**src/hdl/bil_pkg.sv**
```systemverilog
// bil_pkg: constants and types for the boot image loader
// assumes a single 10 MHz clock shared by every user of this package
package bil_pkg;
  localparam int unsigned CLK_PERIOD_NS = 100;
  localparam int unsigned BOOT_DELAY_MIN_NS = 15000;
  localparam int unsigned BOOT_DELAY_MAX_NS = 150000;
  localparam int unsigned BOOT_DELAY_CYC =
    (BOOT_DELAY_MIN_NS + CLK_PERIOD_NS - 1) / CLK_PERIOD_NS;
  localparam int unsigned SEC_BIT_OTP_BOOT = 5;
  localparam logic [31:0] CRC_POLY = 32'hedb88320;
  localparam logic [31:0] CRC_INIT = 32'hffffffff;
  localparam logic [31:0] CRC_SKIP_WORD = 32'h0d15ab1e;
  localparam logic [15:0] RAM_BASE = 16'h0000;
  localparam int unsigned RAM_ADDR_W = 16;

  typedef enum logic {BIL_SRC_FLASH, BIL_SRC_OTP} bil_src_t;

  typedef struct packed {
    logic we;
    logic [RAM_ADDR_W-1:0] addr;
    logic [31:0] data;
  } bil_ram_wr_t;

  typedef struct packed {
    logic run;
    logic halt;
    logic [RAM_ADDR_W-1:0] entry;
  } bil_exec_t;
endpackage : bil_pkg

```
**src/hdl/bil_loader.sv**
```systemverilog
// bil_loader: reset sequencing, boot source pick, image load and crc check
// assumes image bytes arrive on a valid/ready stream from flash or otp
// Contract
// - core stays in reset while the external low-active reset pin is low
// - every general purpose pin has its pull-down enabled during reset
// - booting starts 15 to 150 us after reset release
// - security bit 5 set selects otp, else internal flash
// - read 32-bit word count, then four bytes per counted word
// - trailer word 0x0d15ab1e skips crc, else it is the expected crc
// - length and trailer words assembled least significant byte first
// - program written from lowest ram address and started there
// - crc covers length bytes and program bytes, not the trailer
// - reflected poly 0xedb88320, init all ones, residue inverted
`timescale 1ns/1ps
module bil_loader #(
  parameter int unsigned ADDR_W = bil_pkg::RAM_ADDR_W
) (
  input wire logic i_clk,
  input wire logic i_reset,
  input wire logic i_rst_n,
  input wire logic [31:0] i_security,
  input wire logic i_byte_valid,
  input wire logic [7:0] i_byte,
  output logic o_byte_ready,
  output logic o_src_otp,
  output logic o_src_flash,
  output logic o_gpio_pd,
  output bil_pkg::bil_ram_wr_t o_ram,
  output bil_pkg::bil_exec_t o_exec
);
  typedef enum logic [2:0] {
    ST_HOLD, ST_DELAY, ST_LEN, ST_BODY, ST_TRAIL, ST_CHECK, ST_RUN, ST_HALT
  } bil_state_t;

  function automatic logic [31:0] crc_byte(input logic [31:0] c,
                                           input logic [7:0] b);
    logic [31:0] r;
    r = c;
    for (int i = 0; i < 8; i++) begin
      r = (r >> 1) ^ (bil_pkg::CRC_POLY & {32{r[0] ^ b[i]}});
    end
    return r;
  endfunction : crc_byte

  bil_state_t state;
  bil_state_t next_state;
  logic [7:0] delay_cnt;
  logic [1:0] byte_cnt;
  logic [31:0] shift;
  logic [31:0] words_left;
  logic [31:0] crc;
  logic [ADDR_W-1:0] waddr;
  bil_pkg::bil_src_t src;

  wire in_reset = ~i_rst_n;
  wire take = i_byte_valid & o_byte_ready;
  wire word_done = take & (byte_cnt == 2'd3);
  wire [31:0] word_in = {i_byte, shift[31:8]};
  wire skip_crc = shift == bil_pkg::CRC_SKIP_WORD;
  wire crc_ok = ~crc == shift;
  wire delay_done = delay_cnt == 8'(bil_pkg::BOOT_DELAY_CYC - 1);

  assign o_byte_ready = ~in_reset & ((state == ST_LEN) | (state == ST_BODY)
                      | (state == ST_TRAIL));
  assign o_gpio_pd = in_reset | (state == ST_HOLD);
  assign o_src_otp = (src == bil_pkg::BIL_SRC_OTP) & o_byte_ready;
  assign o_src_flash = (src == bil_pkg::BIL_SRC_FLASH)
                     & o_byte_ready;

  always_comb begin
    next_state = state;
    unique case (state)
      ST_HOLD: next_state = ST_DELAY;
      ST_DELAY: if (delay_done) next_state = ST_LEN;
      ST_LEN: if (word_done) begin
        next_state = (word_in == 32'h0) ? ST_TRAIL : ST_BODY;
      end
      ST_BODY: if (word_done && words_left == 32'h1) next_state = ST_TRAIL;
      ST_TRAIL: if (word_done) next_state = ST_CHECK;
      ST_CHECK: begin
        next_state = (skip_crc | crc_ok) ? ST_RUN : ST_HALT;
      end
      ST_RUN: next_state = ST_RUN;
      ST_HALT: next_state = ST_HALT;
    endcase
  end

  always_ff @(posedge i_clk) begin
    if (i_reset || in_reset) begin
      state <= ST_HOLD;
    end else begin
      state <= next_state;
    end
  end

  always_ff @(posedge i_clk) begin
    if (i_reset || state == ST_HOLD) begin
      delay_cnt <= 8'h00;
    end else if (state == ST_DELAY) begin
      delay_cnt <= delay_cnt + 8'h01;
    end
  end

  always_ff @(posedge i_clk) begin
    if (i_reset) begin
      src <= bil_pkg::BIL_SRC_FLASH;
    end else if (state == ST_HOLD) begin
      src <= i_security[bil_pkg::SEC_BIT_OTP_BOOT] ?
             bil_pkg::BIL_SRC_OTP : bil_pkg::BIL_SRC_FLASH;
    end
  end

  always_ff @(posedge i_clk) begin
    if (i_reset || state == ST_HOLD) begin
      byte_cnt <= 2'd0;
      shift <= 32'h0;
    end else if (take) begin
      byte_cnt <= byte_cnt + 2'd1;
      shift <= word_in;
    end
  end

  always_ff @(posedge i_clk) begin
    if (i_reset || state == ST_HOLD) begin
      crc <= bil_pkg::CRC_INIT;
    end else if (take && state != ST_TRAIL) begin
      crc <= crc_byte(crc, i_byte);
    end
  end

  always_ff @(posedge i_clk) begin
    if (i_reset || state == ST_HOLD) begin
      words_left <= 32'h0;
    end else if (word_done && state == ST_LEN) begin
      words_left <= word_in;
    end else if (word_done && state == ST_BODY) begin
      words_left <= words_left - 32'h1;
    end
  end

  always_ff @(posedge i_clk) begin
    if (i_reset || in_reset || state == ST_HOLD) begin
      waddr <= ADDR_W'(bil_pkg::RAM_BASE);
      o_ram <= '0;
    end else begin
      o_ram.we <= word_done && state == ST_BODY;
      if (word_done && state == ST_BODY) begin
        o_ram.addr <= waddr;
        o_ram.data <= word_in;
        waddr <= waddr + ADDR_W'(1);
      end
    end
  end

  always_ff @(posedge i_clk) begin
    if (i_reset || in_reset || state == ST_HOLD) begin
      o_exec <= '0;
    end else begin
      o_exec.run <= next_state == ST_RUN;
      o_exec.halt <= next_state == ST_HALT;
      o_exec.entry <= bil_pkg::RAM_BASE;
    end
  end

  // cycles since the reset pin let go, for the boot window check
  logic [10:0] boot_wait;
  always_ff @(posedge i_clk) begin
    if (i_reset || in_reset) begin
      boot_wait <= 11'h000;
    end else if (boot_wait != 11'h7ff) begin
      boot_wait <= boot_wait + 11'h001;
    end
  end
endmodule : bil_loader

```
**config.mk**
```make
export PLATFORM = sky130hd
export DESIGN_NAME = bil_loader
export DESIGN_NICKNAME = d
export VERILOG_FILES = /design/src/hdl/bil_pkg.sv /design/src/hdl/bil_loader.sv
export SDC_FILE = /design/constraint.sdc
export NUM_CORES = 1
export LEC_CHECK = 0
export BUFFER_PORTS_ARGS = -buffer_cell sky130_fd_sc_hd__buf_2
export CORE_ASPECT_RATIO = 1.75
export CORE_MARGIN = 2
export CORE_UTILIZATION = 41
export CTS_BUF_LIST = sky130_fd_sc_hd__clkbuf_4 sky130_fd_sc_hd__clkbuf_8
export CTS_CLUSTER_SIZE = 30
export DETAILED_ROUTE_END_ITERATION = 10
export GPL_ROUTABILITY_DRIVEN = 0
export GPL_TIMING_DRIVEN = 0
export REMOVE_ABC_BUFFERS = 1
export SKIP_CTS_REPAIR_TIMING = 1
export SYNTH_ARGS = -nofsm -noshare
export SYNTH_HDL_FRONTEND = slang
export SYNTH_SLANG_ARGS = --single-unit
```
**constraint.sdc**
```tcl
create_clock -name i_clk -period 6.8 [get_ports i_clk]
set_input_delay 1.36 -clock i_clk [delete_from_list [all_inputs] [get_ports i_clk]]
set_output_delay 1.36 -clock i_clk [all_outputs]
set_load 0.05 [all_outputs]
```
==> qor.log, run 1 <==
[finish] Final Net Count 1165
[synth] synthesis warning total 0
[timing] worst slack on hold paths 455 ps
[synth] flop and latch count out of synthesis 177
[outcome] run status completed
[synth] most used flip-flop cell after synthesis dfxtp_1
[global_route] busiest metal layer after global routing met2
[routing] vias after detailed routing 7593
[timing] Period minus WS final 3610 ps
[clock_tree] CTS sink count 177
[global_route] number of global-route vias before repair 7195
[place] worst slack at placement 2740 ps
[finish] share of the core filled with cells 45.9%
[routing] DR vias/cell 5.50
[timing] setup clock skew after layout 20.9 ps
[place] total cell area at the placement stage 9050 sq um
[clock_tree] Worst-path clk slew 100 ps
[floorplan] IO Pins 115
[place] detailed placer's ending HPWL 16.9 mm
[timing] slew at the pin closest to its max-slew limit 1370 ps
[clock_tree] TritonCTS clock tree done
[timing] unrepaired setup endpoints after global routing false
[synth] post-synthesis cell area 8580 sq um
[global_route] GR Overflow Total 0
[timing] post-layout worst setup margin 3190 ps
[finish] layout-stage area growth over the synthesis result 11.1%
[critical_path] category of the critical setup timing path in -> reg
[place] cell total after placement 1347
[routing] average detailed-routed wire length per instance 17.8 um
[global_route] GR Util All Layers 22.4%
[finish] share of layout cells above drive strength 1 11.0%
[floorplan] cell row count 70
[synth] synth unique cells 55
[power_and_ir_drop] Max IR drop VDD 113 uV
[clock_tree] cell at the root of the clock tree clkbuf_8
[synth] share of flip-flops with an asynchronous set or reset after synthesis 0%
[timing] max-slew violations 0
[job] max cap viols 0
[timing] maximum frequency from static timing analysis 277 MHz
[finish] Fillers 2059
[min_path] HP Class reg -> reg
[global_route] GRT met2 Usage 40.3%
[critical_path] Setup crit end kind flop
[finish] number of antenna cells inserted 0
[routing] final antenna-violating net count 0
[global_route] first-pass GRT wire length 38.8 mm
[floorplan] Total Die Area 22100 sq um
[floorplan] initial core utilization 41.3%
[floorplan] width of the die 113 um
[synth] number of synthesized flops with an enable pin 0
[critical_path] largest fanout of any net on the critical path 45
[global_route] met1 track demand over resource 25.2%
[synth] gate count of the mapped netlist 1097
[synth] mean instance size in the synthesized netlist 7.82 sq um
[finish] final cell count without fillers 1380
[routing] Routed WL 24.5 mm
[synth] part of the Yosys area used for sequential elements 41.3%
[power_and_ir_drop] leakage dissipation 3.36 nW
[critical_path] data required time of the worst path 7220 ps
[power_and_ir_drop] power density of the placed cells 212 nW/um^2
[routing] Post-route DRC 0
[power_and_ir_drop] final total power 2.03 mW
[routing] Initial DRT Pass Iterations 5
[timing] normalized max-slew margin 8.45%
[routing] First DRT Iteration DRCs 588
[clock_tree] CTS Buf Count 17
[global_route] initial antenna violation count 0
[timing] number of hold violations in the final report 0
[finish] Design Area, Final 9540 sq um
[floorplan] standard cell core area 20800 sq um
[global_route] met3 usage in global routing 3.26%
[clock_tree] number of levels the H-tree was split into 4
[timing] count of endpoints failing setup in the final report 0
[floorplan] chip height 195 um
[clock_tree] clock latency reported for the late side of the worst-skew pair 490 ps
[place] Port Buf Inserts 67
[global_route] maximum number of pins on one net before global-route repair 66
[timing] summed negative setup slack over all endpoints 0 ps
[critical_path] category of the worst setup path launch point primary input
[clock_tree] number of buffers between clock root and the deepest sink 2
[critical_path] data arrival time of the worst path 4030 ps
[timing] post-route clock period utilization 53.1%
-- critical path, cell delays in order --
cell and delay, ps:
buf_2 170, nand3_1 390, nor2_4 830, nand2_2 440, buf_12 300, or3_1 360
a21oi_1 130
-- cell families (layout without fill, tap and decap cells) --
group / Yosys count / in the layout / synth area share [%]
AOI/OAI and AO/OA: 222 / 222 / 14.9
and+or+nand+nor: 460 / 460 / 24.3
buffers and inverters: 103 / 119 / 5.21
other: 1 / 16 / 0.0437
adders and majority gates: 6 / 6 / 0.875
DFF: 177 / 177 / 41.3
xor gates and xnor gates: 122 / 122 / 12.6
muxes: 6 / 6 / 0.715
-- report_power, final --
group          internal [mW]  switching (mW)
clock network          0.419           0.431
logic                 0.0445          0.0930
registers               1.04         0.00141
-- synth_stat cells (all sizes together) (2+ instances only) --
cell type,instances,area (sq um)
or3,12,80.1
nand2b,6,37.5
nand2,238,893
and4,2,17.5
a2111oi,2,17.5
nand4,16,100
a21oi,132,661
clkbuf,70,263
nand4b,2,17.5
buf,20,135
o31ai,4,30.0
mux2i,5,50.1
o21a,2,15.0
nor2,71,267
ha,6,75.1
inv,13,48.8
xnor2,92,806
a22oi,2,15.0
o22ai,7,43.8
nor4,19,119
o211ai,20,150
nand3,18,90.1
or4,4,33.8
a211oi,8,60.1
nand3b,7,52.6
nor3,41,221
nor2b,7,43.8
a31oi,4,25.0
a32oi,2,17.5
or2,4,25.0
o32ai,4,35.0
dfxtp,177,3540
o21ai,26,130
and3,10,62.6
xor2,30,278
-- per-layer routing --
metal,part of all wire (%),up-vias
met5,0,-
met4,4.5,0
met3,3.7,65
met2,52,167
met1,39,3629
li1,-,3732
-- cell type report --
| cell class | count | area [sq um] | area share [%] |
|---|---|---|---|
| Clock inverter | 14 | 220 | 2.31 |
| Clock buffer | 18 | 241 | 2.53 |
| Sequential cell | 177 | 3540 | 37.2 |
| Tap cell | 252 | 315 | 3.31 |
| Inverter | 13 | 48.8 | 0.512 |
| Timing Repair Buffer | 74 | 490 | 5.14 |
| Multi-Input combinational cell | 832 | 4670 | 49.0 |
-- sequential cells by signal (all words and copies together) (netlist names) --
register and flops:
delay_cnt 8, src 1, crc 32, words_left 32
state 3, byte_cnt 2, o_ram 49, shift 32
o_exec 2, waddr 16
-- layout by cell type (no fill, tap or decap), types with 4 or more instances in the layout --
master,n
inv_1,13
nand2_1,237
nor2b_1,7
nand3_1,17
o32ai_1,4
nand3b_1,7
buf_12,5
or3_1,11
and3_1,10
xor2_1,28
a21oi_1,132
mux2i_1,5
clkbuf_8,17
a31oi_1,4
o211ai_1,20
xnor2_1,92
dfxtp_1,176
bufinv_16,4
inv_6,4
nor4_1,19
nand2b_1,6
ha_1,6
o22ai_1,7
conb_1,16
a211oi_1,8
buf_2,67
nor3_1,39
nor2_1,68
nand4_1,16
o31ai_1,4
o21ai_0,26
-- path summary, 6_finish.rpt --
kind | cells after the start | start | slack [ps] | end
worst min register to register | 2 | o_ram[47]$_SDFFE_PP0P_ | 450 | o_ram[47]$_SDFFE_PP0P_
worst max register to register | 7 | byte_cnt[0]$_SDFFE_PP0P_ | 3760 | waddr[3]$_SDFFE_PP0P_
worst min-delay path | 2 | o_ram[47]$_SDFFE_PP0P_ | 450 | o_ram[47]$_SDFFE_PP0P_
worst max-delay path | 7 | i_rst_n | 3190 | waddr[3]$_SDFFE_PP0P_
Power figures use the tool's default switching activity.
==> run 2: changes to the inputs <==
==> constraint.sdc (replaced) <==
create_clock -name i_clk -period 3.1 [get_ports i_clk]
set_input_delay 0.62 -clock i_clk [delete_from_list [all_inputs] [get_ports i_clk]]
set_output_delay 0.62 -clock i_clk [all_outputs]
set_load 0.05 [all_outputs]
==> qor.log, run 2 (synthesis gave the netlist of run 1 again) <==
[finish] share of layout cells above drive strength 1 11.2% [was 11.0%]
[critical_path] largest fanout of any net on the critical path 45 [unchanged]
[routing] average detailed-routed wire length per instance 17.9 um [was 17.8 um]
[finish] most frequent cells in the layout nand2_1 (237), dfxtp_1 (176), a21oi_1 (132) [unchanged]
[critical_path] category of the critical setup timing path reg -> reg [was in -> reg]
[global_route] initial antenna violation count 0 [unchanged]
[routing] Initial DRT Pass Iterations 5 [unchanged]
[timing] number of hold violations in the final report 0 [unchanged]
[routing] final antenna-violating net count 0 [unchanged]
[min_path] HP Class in -> reg [was reg -> reg]
[min_path] beginning of the worst hold path i_reset [was o_ram[47]$_SDFFE_PP0P_]
[place] cell total after placement 1347 [unchanged]
[critical_path] data arrival time of the worst path 3170 ps [was 4030 ps]
[routing] DR vias/cell 5.56 [was 5.50]
[routing] First DRT Iteration DRCs 589 [was 588]
[timing] count of endpoints failing setup in the final report 0 [unchanged]
[outcome] run status completed [unchanged]
[global_route] GR Overflow Total 0 [unchanged]
[power_and_ir_drop] power density of the placed cells 465 nW/um^2 [was 212 nW/um^2]
[place] detailed placer's ending HPWL 16.9 mm [unchanged]
[global_route] maximum number of pins on one net before global-route repair 66 [unchanged]
[power_and_ir_drop] relative contribution of sequential cells to total power 51.3% [about the same]
[clock_tree] CTS sink count 177 [unchanged]
[floorplan] initial core utilization 41.3% [unchanged]
[finish] register name with the most flops o_ram [unchanged]
[finish] number of antenna cells inserted 0 [unchanged]
[finish] final cell count without fillers 1381 [was 1380]
[clock_tree] CTS Buf Count 17 [unchanged]
[power_and_ir_drop] clock power share 41.9% [was 42.0%]
[routing] vias after detailed routing 7683 [was 7593]
[critical_path] data required time of the worst path 3510 ps [was 7220 ps]
[timing] normalized max-slew margin 8.98% [was 8.45%]
[floorplan] Total Die Area 22100 sq um [unchanged]
[finish] multi-input gate area in the final layout 4690 sq um [was 4670 sq um]
[timing] unrepaired setup endpoints after global routing false [unchanged]
[power_and_ir_drop] Max IR drop VDD 247 uV [was 113 uV]
[place] Port Buf Inserts 67 [unchanged]
[critical_path] category of the worst setup path launch point flop [was primary input]
[critical_path] CP startpoint byte_cnt[0]$_SDFFE_PP0P_ [was i_rst_n]
[timing] slew at the pin closest to its max-slew limit 1360 ps [was 1370 ps]
[floorplan] width of the die 113 um [unchanged]
[clock_tree] TritonCTS clock tree done [unchanged]
[critical_path] worst r2r path cells 7 [unchanged]
[power_and_ir_drop] share of total power in combinational logic 6.8% [about the same]
[power_and_ir_drop] net switching power of the design 1.15 mW [was 525 uW]
[power_and_ir_drop] switch share 25.9% [about the same]
[clock_tree] cell at the root of the clock tree clkbuf_8 [unchanged]
[floorplan] IO Pins 115 [unchanged]
[timing] setup clock skew after layout 21.5 ps [was 20.9 ps]
[clock_tree] clock latency reported for the late side of the worst-skew pair 490 ps [about the same]
[timing] post-route clock period utilization 89.0%
[global_route] number of global-route vias before repair 7195 [unchanged]
[clock_tree] number of buffers between clock root and the deepest sink 2 [unchanged]
[clock_tree] number of levels the H-tree was split into 4 [unchanged]
[finish] FF/Latch Area 3540 sq um [unchanged]
[clock_tree] Worst-path clk slew 90 ps [was 100 ps]
[routing] Post-route DRC 0 [unchanged]
[job] max cap viols 0 [unchanged]
[floorplan] chip height 195 um [unchanged]
[timing] maximum frequency from static timing analysis 363 MHz
[power_and_ir_drop] Int Pwr 3.29 mW [was 1.50 mW]
[finish] Final Net Count 1166 [was 1165]
[floorplan] standard cell core area 20800 sq um [unchanged]
[timing] max-slew violations 0 [unchanged]
[timing] Period minus WS final 2760 ps
[critical_path] Setup crit end kind flop [unchanged]
[finish] number of flip-flops in the largest register 49 [unchanged]
[finish] Fillers 2059 [unchanged]
[floorplan] cell row count 70 [unchanged]
[power_and_ir_drop] leakage dissipation 3.36 nW [about the same]
[power_and_ir_drop] final total power 4.44 mW [was 2.03 mW]
[routing] Routed WL 24.8 mm [was 24.5 mm]
[global_route] GR Util All Layers 22.4% [unchanged]
[finish] layout-stage area growth over the synthesis result 11.3% [was 11.1%]
[min_path] Hold Path Stages 2 [unchanged]
[finish] most common cell after layout, fill and taps aside nand2_1 [unchanged]
[critical_path] Crit Reg-Reg Startpoint byte_cnt[0]$_SDFFE_PP0P_ [unchanged]
[global_route] first-pass GRT wire length 38.8 mm [unchanged]
[run 2: power by group through the flow]
| stage | Clock [mW] | Sequential [mW] | Combinational [mW] |
|---|---|---|---|
| after detailed placement | 0 | 2.33 | 0.299 |
| after global routing | 1.98 | 2.28 | 0.323 |
| final | 1.86 | 2.28 | 0.301 |
| after floorplan | 0 | 2.34 | 0.211 |
| after global placement | 0 | 2.34 | 0.279 |
| after CTS | 1.90 | 2.28 | 0.301 |
[run 2: cell type report]
cell class | count | area share (%)
Clock inverter | 14 | 2.31
Multi-Input combinational cell | 833 | 49.1
Clock buffer | 18 | 2.53
Sequential cell | 177 | 37.1
Tap cell | 252 | 3.30
Timing Repair Buffer | 74 | 5.14
Inverter | 13 | 0.511
[run 2: worst max-delay path, cell delays in order (launching register included)]
cell and delay (ps):
dfxtp_1 360, ha_1 160, nand3_1 420, nor2_4 610, nand2_2 370, buf_12 280, or3_1 350, a21oi_1 130
[run 2: final timing paths]
kind | to | slack (ps)
worst max-delay path | waddr[3]$_SDFFE_PP0P_ | 340
worst min-delay path | src$_SDFFE_PP0P_ | 370
worst max register to register | waddr[3]$_SDFFE_PP0P_ | 340
worst min register to register | o_ram[47]$_SDFFE_PP0P_ | 450
[run 2: metrics by stage]
| step | utilization, % | setup TNS [ps] | setup slack, ps | area, sq um | hold slack (ps) |
|---|---|---|---|---|---|
| floorplan | - | -26920 | -745 | 8240 | 440 |
| global placement | 42.8 | -230020 | -2990 | 8890 | 438 |
| detailed placement | 43.6 | -587 | -216 | 9050 | 443 |
| CTS | 45.8 | 0 | 100 | 9520 | 356 |
| global route | 46.0 | 0 | 49.4 | 9550 | 391 |
| finish | 46.0 | 0 | 342 | 9550 | 372 |
[run 2: per-layer routing]
| metal | GRT usage [%] | part of all wire (%) |
|---|---|---|
| met1 | 25.2 | 39 |
| met2 | 40.3 | 52 |
| met3 | 3.26 | 4.0 |
| met4 | 11.8 | 4.8 |
| met5 | 0 | 0 |
